===== src/rtl/rtcwd_pkg.sv =====
package rtcwd_pkg;
  // register addresses on the host bus
  localparam logic [14:0] A_FLAGS    = 15'h7ff0;
  localparam logic [14:0] A_ALM_SEC  = 15'h7ff2;
  localparam logic [14:0] A_ALM_MIN  = 15'h7ff3;
  localparam logic [14:0] A_ALM_HOUR = 15'h7ff4;
  localparam logic [14:0] A_ALM_DATE = 15'h7ff5;
  localparam logic [14:0] A_IRQ_CTRL = 15'h7ff6;
  localparam logic [14:0] A_WDOG     = 15'h7ff7;
  // event_flags bits
  localparam int FLG_TIMEOUT  = 7;
  localparam int FLG_ALARM    = 6;
  localparam int FLG_SUPPLY   = 5;
  localparam int FLG_BATTERY  = 4;
  localparam int FLG_PERIODIC = 3;
  // interrupt_control bits
  localparam int IC_ALARM_EN  = 7;
  localparam int IC_SUPPLY_EN = 6;
  localparam int IC_BACKUP_EN = 5;
  localparam int IC_PERIOD_EN = 4;
  localparam int IC_RATE_HI   = 3;
  // watchdog_control bits
  localparam int WD_STEER     = 7;
  localparam int WD_MULT_HI   = 6;
  localparam int WD_MULT_LO   = 2;
  localparam int WD_RES_HI    = 1;
  // mask bit of every alarm byte
  localparam int ALM_MASK     = 7;
  // reset values
  localparam logic [7:0] FLAGS_RST = 8'h00;
  localparam logic [7:0] CTRL_RST  = 8'h00;
  localparam logic [7:0] WDOG_RST  = 8'h00;
  localparam logic [7:0] ALM_RST   = 8'h00;
  // periodic rate codes
  localparam logic [3:0] RATE_10MS  = 4'h1;
  localparam logic [3:0] RATE_100MS = 4'h2;
  localparam logic [3:0] RATE_BIN   = 4'h3;
  // timing
  localparam int CLK_HZ        = 200000000;
  localparam int BASE_TICK_HZ  = 8192;
  localparam int BASE_TICK_CYC = CLK_HZ / BASE_TICK_HZ;
  localparam int MS_TICK_CYC   = CLK_HZ / 1000;
  localparam int SIXTEENTH_DIV = BASE_TICK_HZ / 16;
  localparam int DECADE_DIV    = 10;
  localparam int CLR_HOLD_NS   = 50;
  localparam logic [3:0] CLR_HOLD_CYC =
    4'((CLR_HOLD_NS * (CLK_HZ / 1000000) + 999) / 1000);
  localparam int RESET_HOLD_MS  = 200;
  localparam int RESET_HOLD_CYC = RESET_HOLD_MS * (CLK_HZ / 1000);
  localparam int WARN_LEAD_US   = 100;
  localparam int WARN_LEAD_CYC  = WARN_LEAD_US * (CLK_HZ / 1000000);
  // watchdog states, gray along off-run-hold
  typedef enum logic [1:0] {
    WD_OFF   = 2'b00,
    WD_RUN   = 2'b01,
    WD_HOLD  = 2'b11,
    WD_FIRED = 2'b10
  } rtcwd_wd_e;
endpackage


===== src/rtl/rtcwd_div.sv =====
`timescale 1ns/10ps
// counts enable pulses, ticks once every N of them
module rtcwd_div #(
  parameter int N = 2
) (
  input  wire logic i_clk,
  input  wire logic i_rst_b,
  input  wire logic i_clr,
  input  wire logic i_en,
  output logic      o_tick
);
  localparam int W = (N > 1) ? $clog2(N) : 1;
  localparam logic [W-1:0] LAST = W'(N - 1);

  logic [W-1:0] cnt_r;  // pulses seen so far
  wire          at_last = (cnt_r == LAST);

  // clear wins so a restart never leaks a stale tick
  assign o_tick = i_en & at_last & ~i_clr;

  // modulo-n counter
  always_ff @(posedge i_clk) begin
    if (!i_rst_b || i_clr) begin
      cnt_r <= '0;
    end else if (i_en) begin
      cnt_r <= at_last ? '0 : cnt_r + W'(1);
    end
  end
endmodule


===== src/rtl/rtcwd_bus.sv =====
`timescale 1ns/10ps
// sram-style pin front end: write strobes and read qualification
module rtcwd_bus (
  input  wire logic        i_clk,
  input  wire logic        i_rst_b,
  input  wire logic [14:0] i_addr,
  input  wire logic [7:0]  i_dq,
  input  wire logic        i_ce_b,
  input  wire logic        i_oe_b,
  input  wire logic        i_we_b,
  output logic             o_wr,
  output logic [14:0]      o_wr_addr,
  output logic [7:0]       o_wr_data,
  output logic             o_rd,
  output logic             o_clr,
  output logic             o_clr_held
);
  logic [14:0] addr_q;    // address one cycle back
  logic [7:0]  dq_q;      // data one cycle back
  logic        wlow_q;    // write strobe active last cycle
  logic [3:0]  hold_r;    // cycles flags address held stable

  wire wlow     = ~i_ce_b & ~i_we_b;
  wire wr_end   = wlow_q & ~wlow;
  wire flag_hit = (i_addr == rtcwd_pkg::A_FLAGS);
  wire stable   = flag_hit & (i_addr == addr_q) & o_rd;

  // a read is ce and oe low with we high
  assign o_rd       = ~i_ce_b & ~i_oe_b & i_we_b;
  assign o_clr_held = (hold_r == rtcwd_pkg::CLR_HOLD_CYC);
  // one pulse per read once the address has stood long enough
  assign o_clr = stable &
                 (hold_r == rtcwd_pkg::CLR_HOLD_CYC - 4'h1);

  // pin history, data sampled while the strobe is still low
  always_ff @(posedge i_clk) begin
    addr_q <= i_addr;
    dq_q   <= i_dq;
    wlow_q <= i_rst_b & wlow;
  end

  // write commits on the end of the strobe, as on an sram
  always_ff @(posedge i_clk) begin
    if (!i_rst_b) begin
      o_wr      <= 1'b0;
      o_wr_addr <= 15'h0000;
      o_wr_data <= 8'h00;
    end else begin
      o_wr <= wr_end;
      if (wr_end) begin
        o_wr_addr <= addr_q;
        o_wr_data <= dq_q;
      end
    end
  end

  // hold timer, saturates so one read clears once
  always_ff @(posedge i_clk) begin
    if (!i_rst_b || !stable) begin
      hold_r <= 4'h0;
    end else if (!o_clr_held) begin
      hold_r <= hold_r + 4'h1;
    end
  end
endmodule


===== src/rtl/rtcwd_top.sv =====
// Function
// - multiplier bits 6..2, resolution bits 1..0
// - timeout is multiplier times resolution
// - zero multiplier keeps watchdog inactive
// - steer set: reset pulse for hold time
// - watchdog byte cleared during reset pulse
// - steer clear: interrupt until rewrite or fail
// - every timeout sets the timeout flag
// - watchdog write restarts the timeout period
// - supply failure disables the watchdog
// - events set flags, enables gate interrupt
// - flags read clears flags, releases all but the watchdog interrupt
// - clear needs flags address held 50ns
// - rate code selects periodic flag interval
// - alarm compare on each second update
// - alarm bit 7 masks that field
// - backup mode: only alarm with backup enable
// - supply fail flag, interrupt before deselect
// - power-up clears supply fail enable
// - power-up latches weak battery flag
// - power-up clears all interrupt enables
// - reset and interrupt outputs open drain
`timescale 1ns/10ps
module rtcwd_top #(
  parameter int BASE_TICK_CYCLES  = rtcwd_pkg::BASE_TICK_CYC,
  parameter int MS_TICK_CYCLES    = rtcwd_pkg::MS_TICK_CYC,
  parameter int RESET_HOLD_CYCLES = rtcwd_pkg::RESET_HOLD_CYC,
  parameter int WARN_LEAD_CYCLES  = rtcwd_pkg::WARN_LEAD_CYC
) (
  input  wire logic        I_CLK,
  input  wire logic        I_RST_B,
  input  wire logic [14:0] I_ADDR,
  input  wire logic [7:0]  I_DQ,
  input  wire logic        I_CE_B,
  input  wire logic        I_OE_B,
  input  wire logic        I_WE_B,
  output logic [7:0]       O_DQ,
  output logic             O_DQ_OE_B,
  input  wire logic [6:0]  I_CLK_SECONDS,
  input  wire logic [6:0]  I_CLK_MINUTES,
  input  wire logic [5:0]  I_CLK_HOURS,
  input  wire logic [5:0]  I_CLK_DATE,
  input  wire logic        I_SECOND_UPDATE,
  input  wire logic        I_SUPPLY_FAIL,
  input  wire logic        I_BACKUP_MODE,
  input  wire logic        I_BATTERY_LOW,
  output logic             O_INT,
  output logic             O_INT_OE_B,
  output logic             O_RST,
  output logic             O_RST_OE_B,
  output logic             O_SUPPLY_DESELECT
);
  // ---- registers ----
  logic [7:0] flags_r;        // event_flags
  logic [7:0] alm_sec_r;      // alarm_seconds_match
  logic [7:0] alm_min_r;      // alarm_minutes_match
  logic [7:0] alm_hour_r;     // alarm_hours_match
  logic [7:0] alm_date_r;     // alarm_date_match
  logic [7:0] ctrl_r;         // interrupt_control
  logic [7:0] wdog_r;         // watchdog_control
  logic [7:0] wdog_nxt;
  logic [7:0] flags_nxt;

  // ---- watchdog state ----
  rtcwd_pkg::rtcwd_wd_e wd_state_r;
  rtcwd_pkg::rtcwd_wd_e wd_state_nxt;
  logic [10:0] wd_cnt_r;      // elapsed sixteenths of a second
  logic [10:0] wd_cnt_nxt;
  logic [31:0] hold_cnt_r;    // reset pulse length counter
  logic [31:0] hold_cnt_nxt;

  // ---- misc state ----
  logic        first_r;       // high in first cycle after power-up
  logic        fail_q;        // supply fail level one cycle back
  logic [31:0] warn_cnt_r;    // lead time before deselect
  logic        desel_r;       // deselect after warning lead
  logic [11:0] base_cnt_r;    // free count of base ticks
  logic        int_r;         // interrupt pin pulled low
  logic        dq_oe_r;       // data bus driven
  logic        fire_bin;      // binary periodic rate hit

  // ---- bus front end ----
  wire         bus_wr;
  wire  [14:0] bus_wr_addr;
  wire  [7:0]  bus_wr_data;
  wire         bus_rd;
  wire         bus_clr;
  wire         bus_clr_held;

  rtcwd_bus u_bus (
    .i_clk      (I_CLK),
    .i_rst_b    (I_RST_B),
    .i_addr     (I_ADDR),
    .i_dq       (I_DQ),
    .i_ce_b     (I_CE_B),
    .i_oe_b     (I_OE_B),
    .i_we_b     (I_WE_B),
    .o_wr       (bus_wr),
    .o_wr_addr  (bus_wr_addr),
    .o_wr_data  (bus_wr_data),
    .o_rd       (bus_rd),
    .o_clr      (bus_clr),
    .o_clr_held (bus_clr_held)
  );

  // host is cut off while on battery or deselected
  wire bus_ok  = ~I_BACKUP_MODE & ~desel_r;
  wire wr_ok   = bus_wr & bus_ok;
  wire wr_alm0 = wr_ok & (bus_wr_addr == rtcwd_pkg::A_ALM_SEC);
  wire wr_alm1 = wr_ok & (bus_wr_addr == rtcwd_pkg::A_ALM_MIN);
  wire wr_alm2 = wr_ok & (bus_wr_addr == rtcwd_pkg::A_ALM_HOUR);
  wire wr_alm3 = wr_ok & (bus_wr_addr == rtcwd_pkg::A_ALM_DATE);
  wire wr_ctrl = wr_ok & (bus_wr_addr == rtcwd_pkg::A_IRQ_CTRL);
  wire wr_wdog = wr_ok & (bus_wr_addr == rtcwd_pkg::A_WDOG);
  wire clr_ok  = bus_clr & bus_ok;

  // ---- field decode ----
  wire [4:0] wd_mult = wdog_r[rtcwd_pkg::WD_MULT_HI:rtcwd_pkg::WD_MULT_LO];
  wire [1:0] wd_res  = wdog_r[rtcwd_pkg::WD_RES_HI:0];
  wire       wd_steer = wdog_r[rtcwd_pkg::WD_STEER];
  wire [3:0] rate     = ctrl_r[rtcwd_pkg::IC_RATE_HI:0];
  wire       en_alarm = ctrl_r[rtcwd_pkg::IC_ALARM_EN];
  wire       en_sup   = ctrl_r[rtcwd_pkg::IC_SUPPLY_EN];
  wire       en_bkup  = ctrl_r[rtcwd_pkg::IC_BACKUP_EN];
  wire       en_per   = ctrl_r[rtcwd_pkg::IC_PERIOD_EN];

  // resolution scales sixteenths by 1, 4, 16 or 64
  wire [10:0] wd_limit = {6'h00, wd_mult} << {wd_res, 1'b0};

  // ---- time base ----
  wire base_tick;
  wire ms_tick;
  wire tick_16th;
  wire tick_10ms;
  wire tick_100ms;
  // watchdog prescaler restarts with the period
  wire wd_pre_clr = wr_wdog | (wd_state_r != rtcwd_pkg::WD_RUN);

  rtcwd_div #(.N(BASE_TICK_CYCLES)) u_base (
    .i_clk   (I_CLK),
    .i_rst_b (I_RST_B),
    .i_clr   (1'b0),
    .i_en    (1'b1),
    .o_tick  (base_tick)
  );

  rtcwd_div #(.N(MS_TICK_CYCLES)) u_ms (
    .i_clk   (I_CLK),
    .i_rst_b (I_RST_B),
    .i_clr   (1'b0),
    .i_en    (1'b1),
    .o_tick  (ms_tick)
  );

  rtcwd_div #(.N(rtcwd_pkg::SIXTEENTH_DIV)) u_16th (
    .i_clk   (I_CLK),
    .i_rst_b (I_RST_B),
    .i_clr   (wd_pre_clr),
    .i_en    (base_tick),
    .o_tick  (tick_16th)
  );

  rtcwd_div #(.N(rtcwd_pkg::DECADE_DIV)) u_10ms (
    .i_clk   (I_CLK),
    .i_rst_b (I_RST_B),
    .i_clr   (1'b0),
    .i_en    (ms_tick),
    .o_tick  (tick_10ms)
  );

  rtcwd_div #(.N(rtcwd_pkg::DECADE_DIV)) u_100ms (
    .i_clk   (I_CLK),
    .i_rst_b (I_RST_B),
    .i_clr   (1'b0),
    .i_en    (tick_10ms),
    .o_tick  (tick_100ms)
  );

  // ---- periodic event ----
  // codes above two: 2^(code-3) base ticks, 122us up to 500ms
  wire [3:0]  bin_shift = rate - rtcwd_pkg::RATE_BIN;
  wire [11:0] bin_mask  = 12'((13'h0001 << bin_shift) - 13'h0001);
  always_comb begin
    fire_bin = base_tick & (rate >= rtcwd_pkg::RATE_BIN) &
               ((base_cnt_r & bin_mask) == bin_mask);
  end
  // code zero matches nothing, so the flag never sets
  wire per_set = fire_bin |
                 (tick_10ms & (rate == rtcwd_pkg::RATE_10MS)) |
                 (tick_100ms & (rate == rtcwd_pkg::RATE_100MS));

  // ---- alarm compare ----
  // a set mask bit drops the field from the match
  wire m_sec  = alm_sec_r[rtcwd_pkg::ALM_MASK] |
                (alm_sec_r[6:0] == I_CLK_SECONDS);
  wire m_min  = alm_min_r[rtcwd_pkg::ALM_MASK] |
                (alm_min_r[6:0] == I_CLK_MINUTES);
  wire m_hour = alm_hour_r[rtcwd_pkg::ALM_MASK] |
                (alm_hour_r[5:0] == I_CLK_HOURS);
  wire m_date = alm_date_r[rtcwd_pkg::ALM_MASK] |
                (alm_date_r[5:0] == I_CLK_DATE);
  wire alm_set = I_SECOND_UPDATE & m_sec & m_min & m_hour & m_date;

  // ---- supply fail ----
  wire fail_rise = I_SUPPLY_FAIL & ~fail_q;

  // ---- watchdog ----
  wire wd_expire = (wd_state_r == rtcwd_pkg::WD_RUN) & ~wr_wdog &
                   tick_16th & (wd_cnt_r + 11'h001 >= wd_limit);
  wire wd_fired  = (wd_state_r == rtcwd_pkg::WD_FIRED);
  wire wd_hold   = (wd_state_r == rtcwd_pkg::WD_HOLD);

  // watchdog sequencing
  always_comb begin
    wd_state_nxt = wd_state_r;
    wd_cnt_nxt   = wd_cnt_r;
    hold_cnt_nxt = hold_cnt_r;
    case (wd_state_r)
      rtcwd_pkg::WD_OFF: begin
        wd_cnt_nxt = 11'h000;
        // armed by a nonzero multiplier
        if (wd_mult != 5'h00) begin
          wd_state_nxt = rtcwd_pkg::WD_RUN;
        end
      end
      rtcwd_pkg::WD_RUN: begin
        if (wd_mult == 5'h00) begin
          wd_state_nxt = rtcwd_pkg::WD_OFF;
        end else if (wr_wdog) begin
          wd_cnt_nxt = 11'h000;
        end else if (wd_expire) begin
          hold_cnt_nxt = 32'h0000_0000;
          wd_state_nxt = wd_steer ? rtcwd_pkg::WD_HOLD
                                  : rtcwd_pkg::WD_FIRED;
        end else if (tick_16th) begin
          wd_cnt_nxt = wd_cnt_r + 11'h001;
        end
      end
      rtcwd_pkg::WD_HOLD: begin
        hold_cnt_nxt = hold_cnt_r + 32'h0000_0001;
        // pulse ends after the hold count
        if (hold_cnt_r == 32'(RESET_HOLD_CYCLES - 1)) begin
          wd_state_nxt = rtcwd_pkg::WD_OFF;
        end
      end
      default: begin
        // interrupt stands until the host rewrites the byte
        if (wr_wdog) begin
          wd_state_nxt = rtcwd_pkg::WD_OFF;
        end
      end
    endcase
    // supply failure overrides everything
    if (fail_rise) begin
      wd_state_nxt = rtcwd_pkg::WD_OFF;
    end
  end

  // watchdog byte: host write, cleared by pulse or failure
  always_comb begin
    wdog_nxt = wdog_r;
    if (wr_wdog) begin
      wdog_nxt = bus_wr_data;
    end
    if (wd_hold || fail_rise) begin
      wdog_nxt = rtcwd_pkg::WDOG_RST;
    end
  end

  // ---- flags: set wins over the read clear ----
  wire [7:0] flag_set = {wd_expire,
                         alm_set,
                         fail_rise,
                         first_r & I_BATTERY_LOW,
                         per_set,
                         3'h0};
  always_comb begin
    flags_nxt = flags_r | flag_set;
    // clear only what the host saw, so a late event survives
    if (clr_ok) begin
      flags_nxt = (flags_r & ~O_DQ) | flag_set;
    end
  end

  // ---- interrupt request ----
  wire int_alarm = flags_r[rtcwd_pkg::FLG_ALARM] & en_alarm;
  wire int_req_on = int_alarm |
                    (flags_r[rtcwd_pkg::FLG_PERIODIC] & en_per) |
                    (flags_r[rtcwd_pkg::FLG_SUPPLY] & en_sup) |
                    wd_fired;
  // on battery only an alarm with backup enable pulls the pin
  wire int_req = I_BACKUP_MODE ? (int_alarm & en_bkup)
                               : int_req_on;

  // ---- read data mux ----
  wire rd_hit = bus_rd & bus_ok & (I_ADDR[14:3] == rtcwd_pkg::A_FLAGS[14:3]) &
                (I_ADDR != rtcwd_pkg::A_FLAGS + 15'h0001);
  wire [7:0] rd_data =
    (I_ADDR == rtcwd_pkg::A_FLAGS)    ? flags_r    :
    (I_ADDR == rtcwd_pkg::A_ALM_SEC)  ? alm_sec_r  :
    (I_ADDR == rtcwd_pkg::A_ALM_MIN)  ? alm_min_r  :
    (I_ADDR == rtcwd_pkg::A_ALM_HOUR) ? alm_hour_r :
    (I_ADDR == rtcwd_pkg::A_ALM_DATE) ? alm_date_r :
    (I_ADDR == rtcwd_pkg::A_IRQ_CTRL) ? ctrl_r     :
    (I_ADDR == rtcwd_pkg::A_WDOG)     ? wdog_r     : 8'h00;

  // open-drain pins: driven value is always low
  assign O_INT      = 1'b0;
  assign O_RST      = 1'b0;
  assign O_INT_OE_B = ~int_r;
  assign O_RST_OE_B = ~wd_hold;
  assign O_DQ_OE_B  = ~dq_oe_r;
  assign O_SUPPLY_DESELECT = desel_r;

  // watchdog and flag registers
  always_ff @(posedge I_CLK) begin
    if (!I_RST_B) begin
      wd_state_r <= rtcwd_pkg::WD_OFF;
      wd_cnt_r   <= 11'h000;
      hold_cnt_r <= 32'h0000_0000;
      wdog_r     <= rtcwd_pkg::WDOG_RST;
      flags_r    <= rtcwd_pkg::FLAGS_RST;
    end else begin
      wd_state_r <= wd_state_nxt;
      wd_cnt_r   <= wd_cnt_nxt;
      hold_cnt_r <= hold_cnt_nxt;
      wdog_r     <= wdog_nxt;
      flags_r    <= flags_nxt;
    end
  end

  // control and alarm bytes, enables cleared at power-up
  always_ff @(posedge I_CLK) begin
    if (!I_RST_B) begin
      ctrl_r     <= rtcwd_pkg::CTRL_RST;
      alm_sec_r  <= rtcwd_pkg::ALM_RST;
      alm_min_r  <= rtcwd_pkg::ALM_RST;
      alm_hour_r <= rtcwd_pkg::ALM_RST;
      alm_date_r <= rtcwd_pkg::ALM_RST;
    end else begin
      if (wr_ctrl) ctrl_r <= bus_wr_data;
      if (wr_alm0) alm_sec_r <= bus_wr_data;
      if (wr_alm1) alm_min_r <= bus_wr_data;
      if (wr_alm2) alm_hour_r <= bus_wr_data;
      if (wr_alm3) alm_date_r <= bus_wr_data;
    end
  end

  // power-up marker, failure edge, warning lead to deselect
  always_ff @(posedge I_CLK) begin
    if (!I_RST_B) begin
      first_r    <= 1'b1;
      fail_q     <= 1'b0;
      warn_cnt_r <= 32'h0000_0000;
      desel_r    <= 1'b0;
    end else begin
      first_r <= 1'b0;
      fail_q  <= I_SUPPLY_FAIL;
      if (!I_SUPPLY_FAIL) begin
        warn_cnt_r <= 32'h0000_0000;
        desel_r    <= 1'b0;
      end else if (!desel_r) begin
        warn_cnt_r <= warn_cnt_r + 32'h0000_0001;
        desel_r <= (warn_cnt_r == 32'(WARN_LEAD_CYCLES - 1));
      end
    end
  end

  // periodic counter, pin and read data
  always_ff @(posedge I_CLK) begin
    if (!I_RST_B) begin
      base_cnt_r <= 12'h000;
      int_r      <= 1'b0;
      dq_oe_r    <= 1'b0;
      O_DQ       <= 8'h00;
    end else begin
      if (base_tick) base_cnt_r <= base_cnt_r + 12'h001;
      int_r   <= int_req;
      dq_oe_r <= rd_hit;
      // read data frozen once the flags clear has taken
      if (!bus_clr && !bus_clr_held) O_DQ <= rd_data;
    end
  end
endmodule


===== config.mk =====
export PLATFORM = sky130hd
export DESIGN_NAME = rtcwd_top
export DESIGN_NICKNAME = d
export VERILOG_FILES = /design/src/rtl/rtcwd_pkg.sv /design/src/rtl/rtcwd_div.sv /design/src/rtl/rtcwd_bus.sv /design/src/rtl/rtcwd_top.sv
export SDC_FILE = /design/constraint.sdc
export NUM_CORES = 1
export LEC_CHECK = 0
export BUFFER_PORTS_ARGS = -buffer_cell sky130_fd_sc_hd__buf_2
export CAP_MARGIN = 20
export CORE_MARGIN = 8
export CORE_UTILIZATION = 45
export CTS_CLUSTER_DIAMETER = 150
export DETAILED_ROUTE_END_ITERATION = 8
export MAX_ROUTING_LAYER = met4
export SETUP_SLACK_MARGIN = 0.02
export SLEW_MARGIN = 40
export SYNTH_ARGS = -nofsm -noshare
export SYNTH_HDL_FRONTEND = slang
export SYNTH_SLANG_ARGS = --single-unit

===== constraint.sdc =====
create_clock -name I_CLK -period 3.83 [get_ports I_CLK]
set_clock_uncertainty 0.05 [all_clocks]
set_input_delay 0.766 -clock I_CLK [delete_from_list [all_inputs] [get_ports I_CLK]]
set_output_delay 0.766 -clock I_CLK [all_outputs]
set_load 0.02 [all_outputs]

==> impl_metrics.toml <==
[sta]
fmax_mhz = 274
setup_viol = 0
worst_pin_slew_ns = 0.791
setup_ws_ns = 0.184
whs_ns = 0.281
rsz0062_at_grt = "false"
hold_viol = 0
period_minus_slack_ns = 3.65
slew_headroom = 0.473
drv_slew = 0
fin_crit_sh = 0.952

[grt]
antenna_found_initial = 1
grt.overflow.total = 0
grt_pass1_vias = 9816
grt_start_max_net_pins = 44
track_usage = 0.186
grt_pass1_wl_um = 50400

[setup_path]
worstSetupPathType = "flip-flop to flip-flop"
r2r_end = "hold_cnt_r[26]"
cp-end-kind = "flip-flop"
worst_setup_path_start_kind = "flip-flop"
worst-r2r-cell-count = 14
worstPathArrival_ns = 4.01
r2r-start = "wd_cnt_r[1]"
required_ns = 4.19
r2r_slack_ns = 0.18
cp_max_fo = 7

[synth]
ys_seq_area_frac = 0.425
ys_types = 71
syn_avg_cell_area_um2 = 8.53
synth_top_area_frac = 0.425
synthTopCellsByArea = "dfxtp_1 (43%), xor2_1 (6.2%), nor2_1 (5.7%)"
synth.cell_area_um2 = 12200
ys_ff_latch = 260
synth-async-reset-ratio = 0
yosysWarnings = 0
ys_top_cells_by_count = "dfxtp_1 (260), nor2_1 (186), nand2_1 (152)"
synth-edff-count = 0
yosys.area.top_type = "dfxtp_1"
synth_cells = 1436
synth_ff_type = "dfxtp_1"
yosys.cell_count.top_type = "dfxtp_1"

[outcome]
run_status = "finished, final reports clean"

[power_and_ir_drop]
p_int_uw = 4620
pwr-share-comb = 0.028
p_leak_uw = 0.00518
power_switching_uw = 1250
clock_power_share = 0.501
swShare = 0.213
power_density_nw_per_um2 = 420
vdd_drop_max_mv = 0.322
seq_power_share = 0.470

[floorplanning]
dieArea_um2 = 32700
row_count = 60
die_x_um = 181
die_h_um = 181
start_util = 0.457
ios = 72
coreArea_um2 = 26800

[route]
wl_met3_um = 1310
vias = 10200
drt-met1-wl_um = 15000
drt_iter0_markers = 595
drt_wl_total_um = 30400
wl_met2_um = 13500
routedWlPerCell_um = 16.4
top_layer = "met4"
via_per_inst = 5.50
dr.pass1.iters = 5
ant_nets = 0
drc = 0

[clock_network]
cts_sinks = 260
htree_levels = 1
insertion_delay_ns = 0.54
cts_buffer_depth = 3
tritoncts = "done"
cts_root_buf = "clkbuf_16"
cts_made_buffers = 28
clk_pin_slew_ns = 0.06

[placed_design]
place_area_um2 = 12900
place_hpwl_um = 21600
io_buffer_count = 69
gp_congestion = 0.882
post-place-ws_ns = -0.0367

[worst_hold_path]
hold_depth = 1
hold_path_end = "u_bus.dq_q[1]"
min_path_type = "primary input to flip-flop"
hp-start = "I_DQ[1]"

[finish]
multi_input_area_um2 = 6720
drive_above_1_share = 0.116
layout.nets = 1577
postLayoutCellArea_um2 = 14000
syn_to_final_growth_pct = 14.1
diodes = 0
fill_cells = 2520
seqCellArea_um2 = 5210

[run]
max-cap-violations = 0
==> cell usage in the layout, fill, tap and decap left out, drive strengths merged, types with 7 or more instances in the layout <==
cell type,netlist,final
dfxtp,260,260
nor2,187,187
nand2,152,152
a21oi,117,117
buf,15,89
xor2,86,86
nand3,70,70
o21ai,62,62
mux2i,49,49
xnor2,44,44
or3,37,37
clkbuf,46,36
nand4,31,31
inv,25,26
nor4,25,25
and3,24,24
ha,24,24
and4,13,13
a22oi,13,13
nor3,12,12
o211ai,11,11
clkinv,1,11
or4,10,10
nor2b,9,9
or2,9,9
nand4b,8,8
nand2b,8,8
a31oi,7,7
==> layer usage <==
layer / vias to the layer above / track usage
li1: 5184 / -
met1: 4760 / 0.251
met2: 220 / 0.291
met3: 51 / 0.0263
met4: 0 / 0.0456
met5: - / -
==> critical path, cell delays in order, from the launching register on <==
cell	delay, ns
dfxtp_1	0.38
ha_2	0.23
nand3_1	0.18
or2_4	0.33
nor2_2	0.13
nand3_1	0.13
xnor2_2	0.17
ha_1	0.34
a2111oi_1	0.42
o21ai_1	0.20
o2111a_2	0.39
buf_4	0.18
o2111ai_1	0.20
xor2_1	0.16
nor2_1	0.05
==> sequential cells by signal, indices dropped and copies added (netlist names), 9 cells and up <==
signal and flops:
base_cnt_r 12, u_bus.o_wr_addr 15, hold_cnt_r 32, wd_cnt_r 11
u_bus.addr_q 15, u_base.cnt_r 15, warn_cnt_r 32, u_16th.cnt_r 9
u_ms.cnt_r 18
==> power by group through the flow <==
stage	Clock, uW	Sequential (uW)	Combinational [uW]
after CTS	3000	2760	168
after detailed placement	0	2820	167
after global routing	3100	2760	185
after floorplan	0	2810	99.3
final	2940	2760	166
after global placement	0	2820	165
==> stage by stage <==
step            util  power, uW  std cells  TNS, ns
2_1_floorplan      -       2910       1437        0
3_3_place_gp   0.482       2990       1806        0
3_5_place_dp   0.482       2990       1806   -0.133
4_1_cts        0.520       5920       1858        0
5_1_grt        0.521       6050       1858        0
6_report       0.521       5870       1858        0
==> worst max-delay path by stage <==
stage                           start             end  slack, ns
final                     wd_cnt_r[1]  hold_cnt_r[26]       0.18
after global routing      wd_cnt_r[1]  hold_cnt_r[26]      0.005
after CTS                 wd_cnt_r[0]   hold_cnt_r[6]       0.04
after detailed placement  wd_cnt_r[0]   hold_cnt_r[4]      -0.04
after global placement    wd_cnt_r[0]  hold_cnt_r[26]       0.14
after floorplan           wd_cnt_r[0]  hold_cnt_r[10]       0.36
==> kinds of logic (layout without fill, tap and decap cells) <==
group | after synthesis | count (layout) | share of synthesized area
xor gates and xnor gates | 130 | 130 | 0.0930
AOI/OAI and AO/OA | 261 | 261 | 0.129
muxes | 56 | 56 | 0.0493
DFF | 260 | 260 | 0.425
and+or+nand+nor | 617 | 617 | 0.249
buffers and inverters | 87 | 167 | 0.0298
adders and majority gates | 24 | 24 | 0.0245
other | 1 | 2 | 0.000306
==> repair_timing <==
item / 4_1_cts / 5_1_grt
setup buffers: 0 / 0
endpoints found under the setup margin: 20 / 41
hold buffers: 0 / 0
pin swaps: 0 / 1
resized for setup: 1 / 8
==> cell type report <==
cell class | instances | share of cell area
clock buffer | 36 | 0.0581
clock inverter | 16 | 0.0147
inverter | 26 | 0.00699
timing repair buffer | 89 | 0.0357
multi-input combinational | 1090 | 0.481
tap | 341 | 0.0306
sequential | 260 | 0.373
Note: power is estimated with default switching activity, not from simulation.
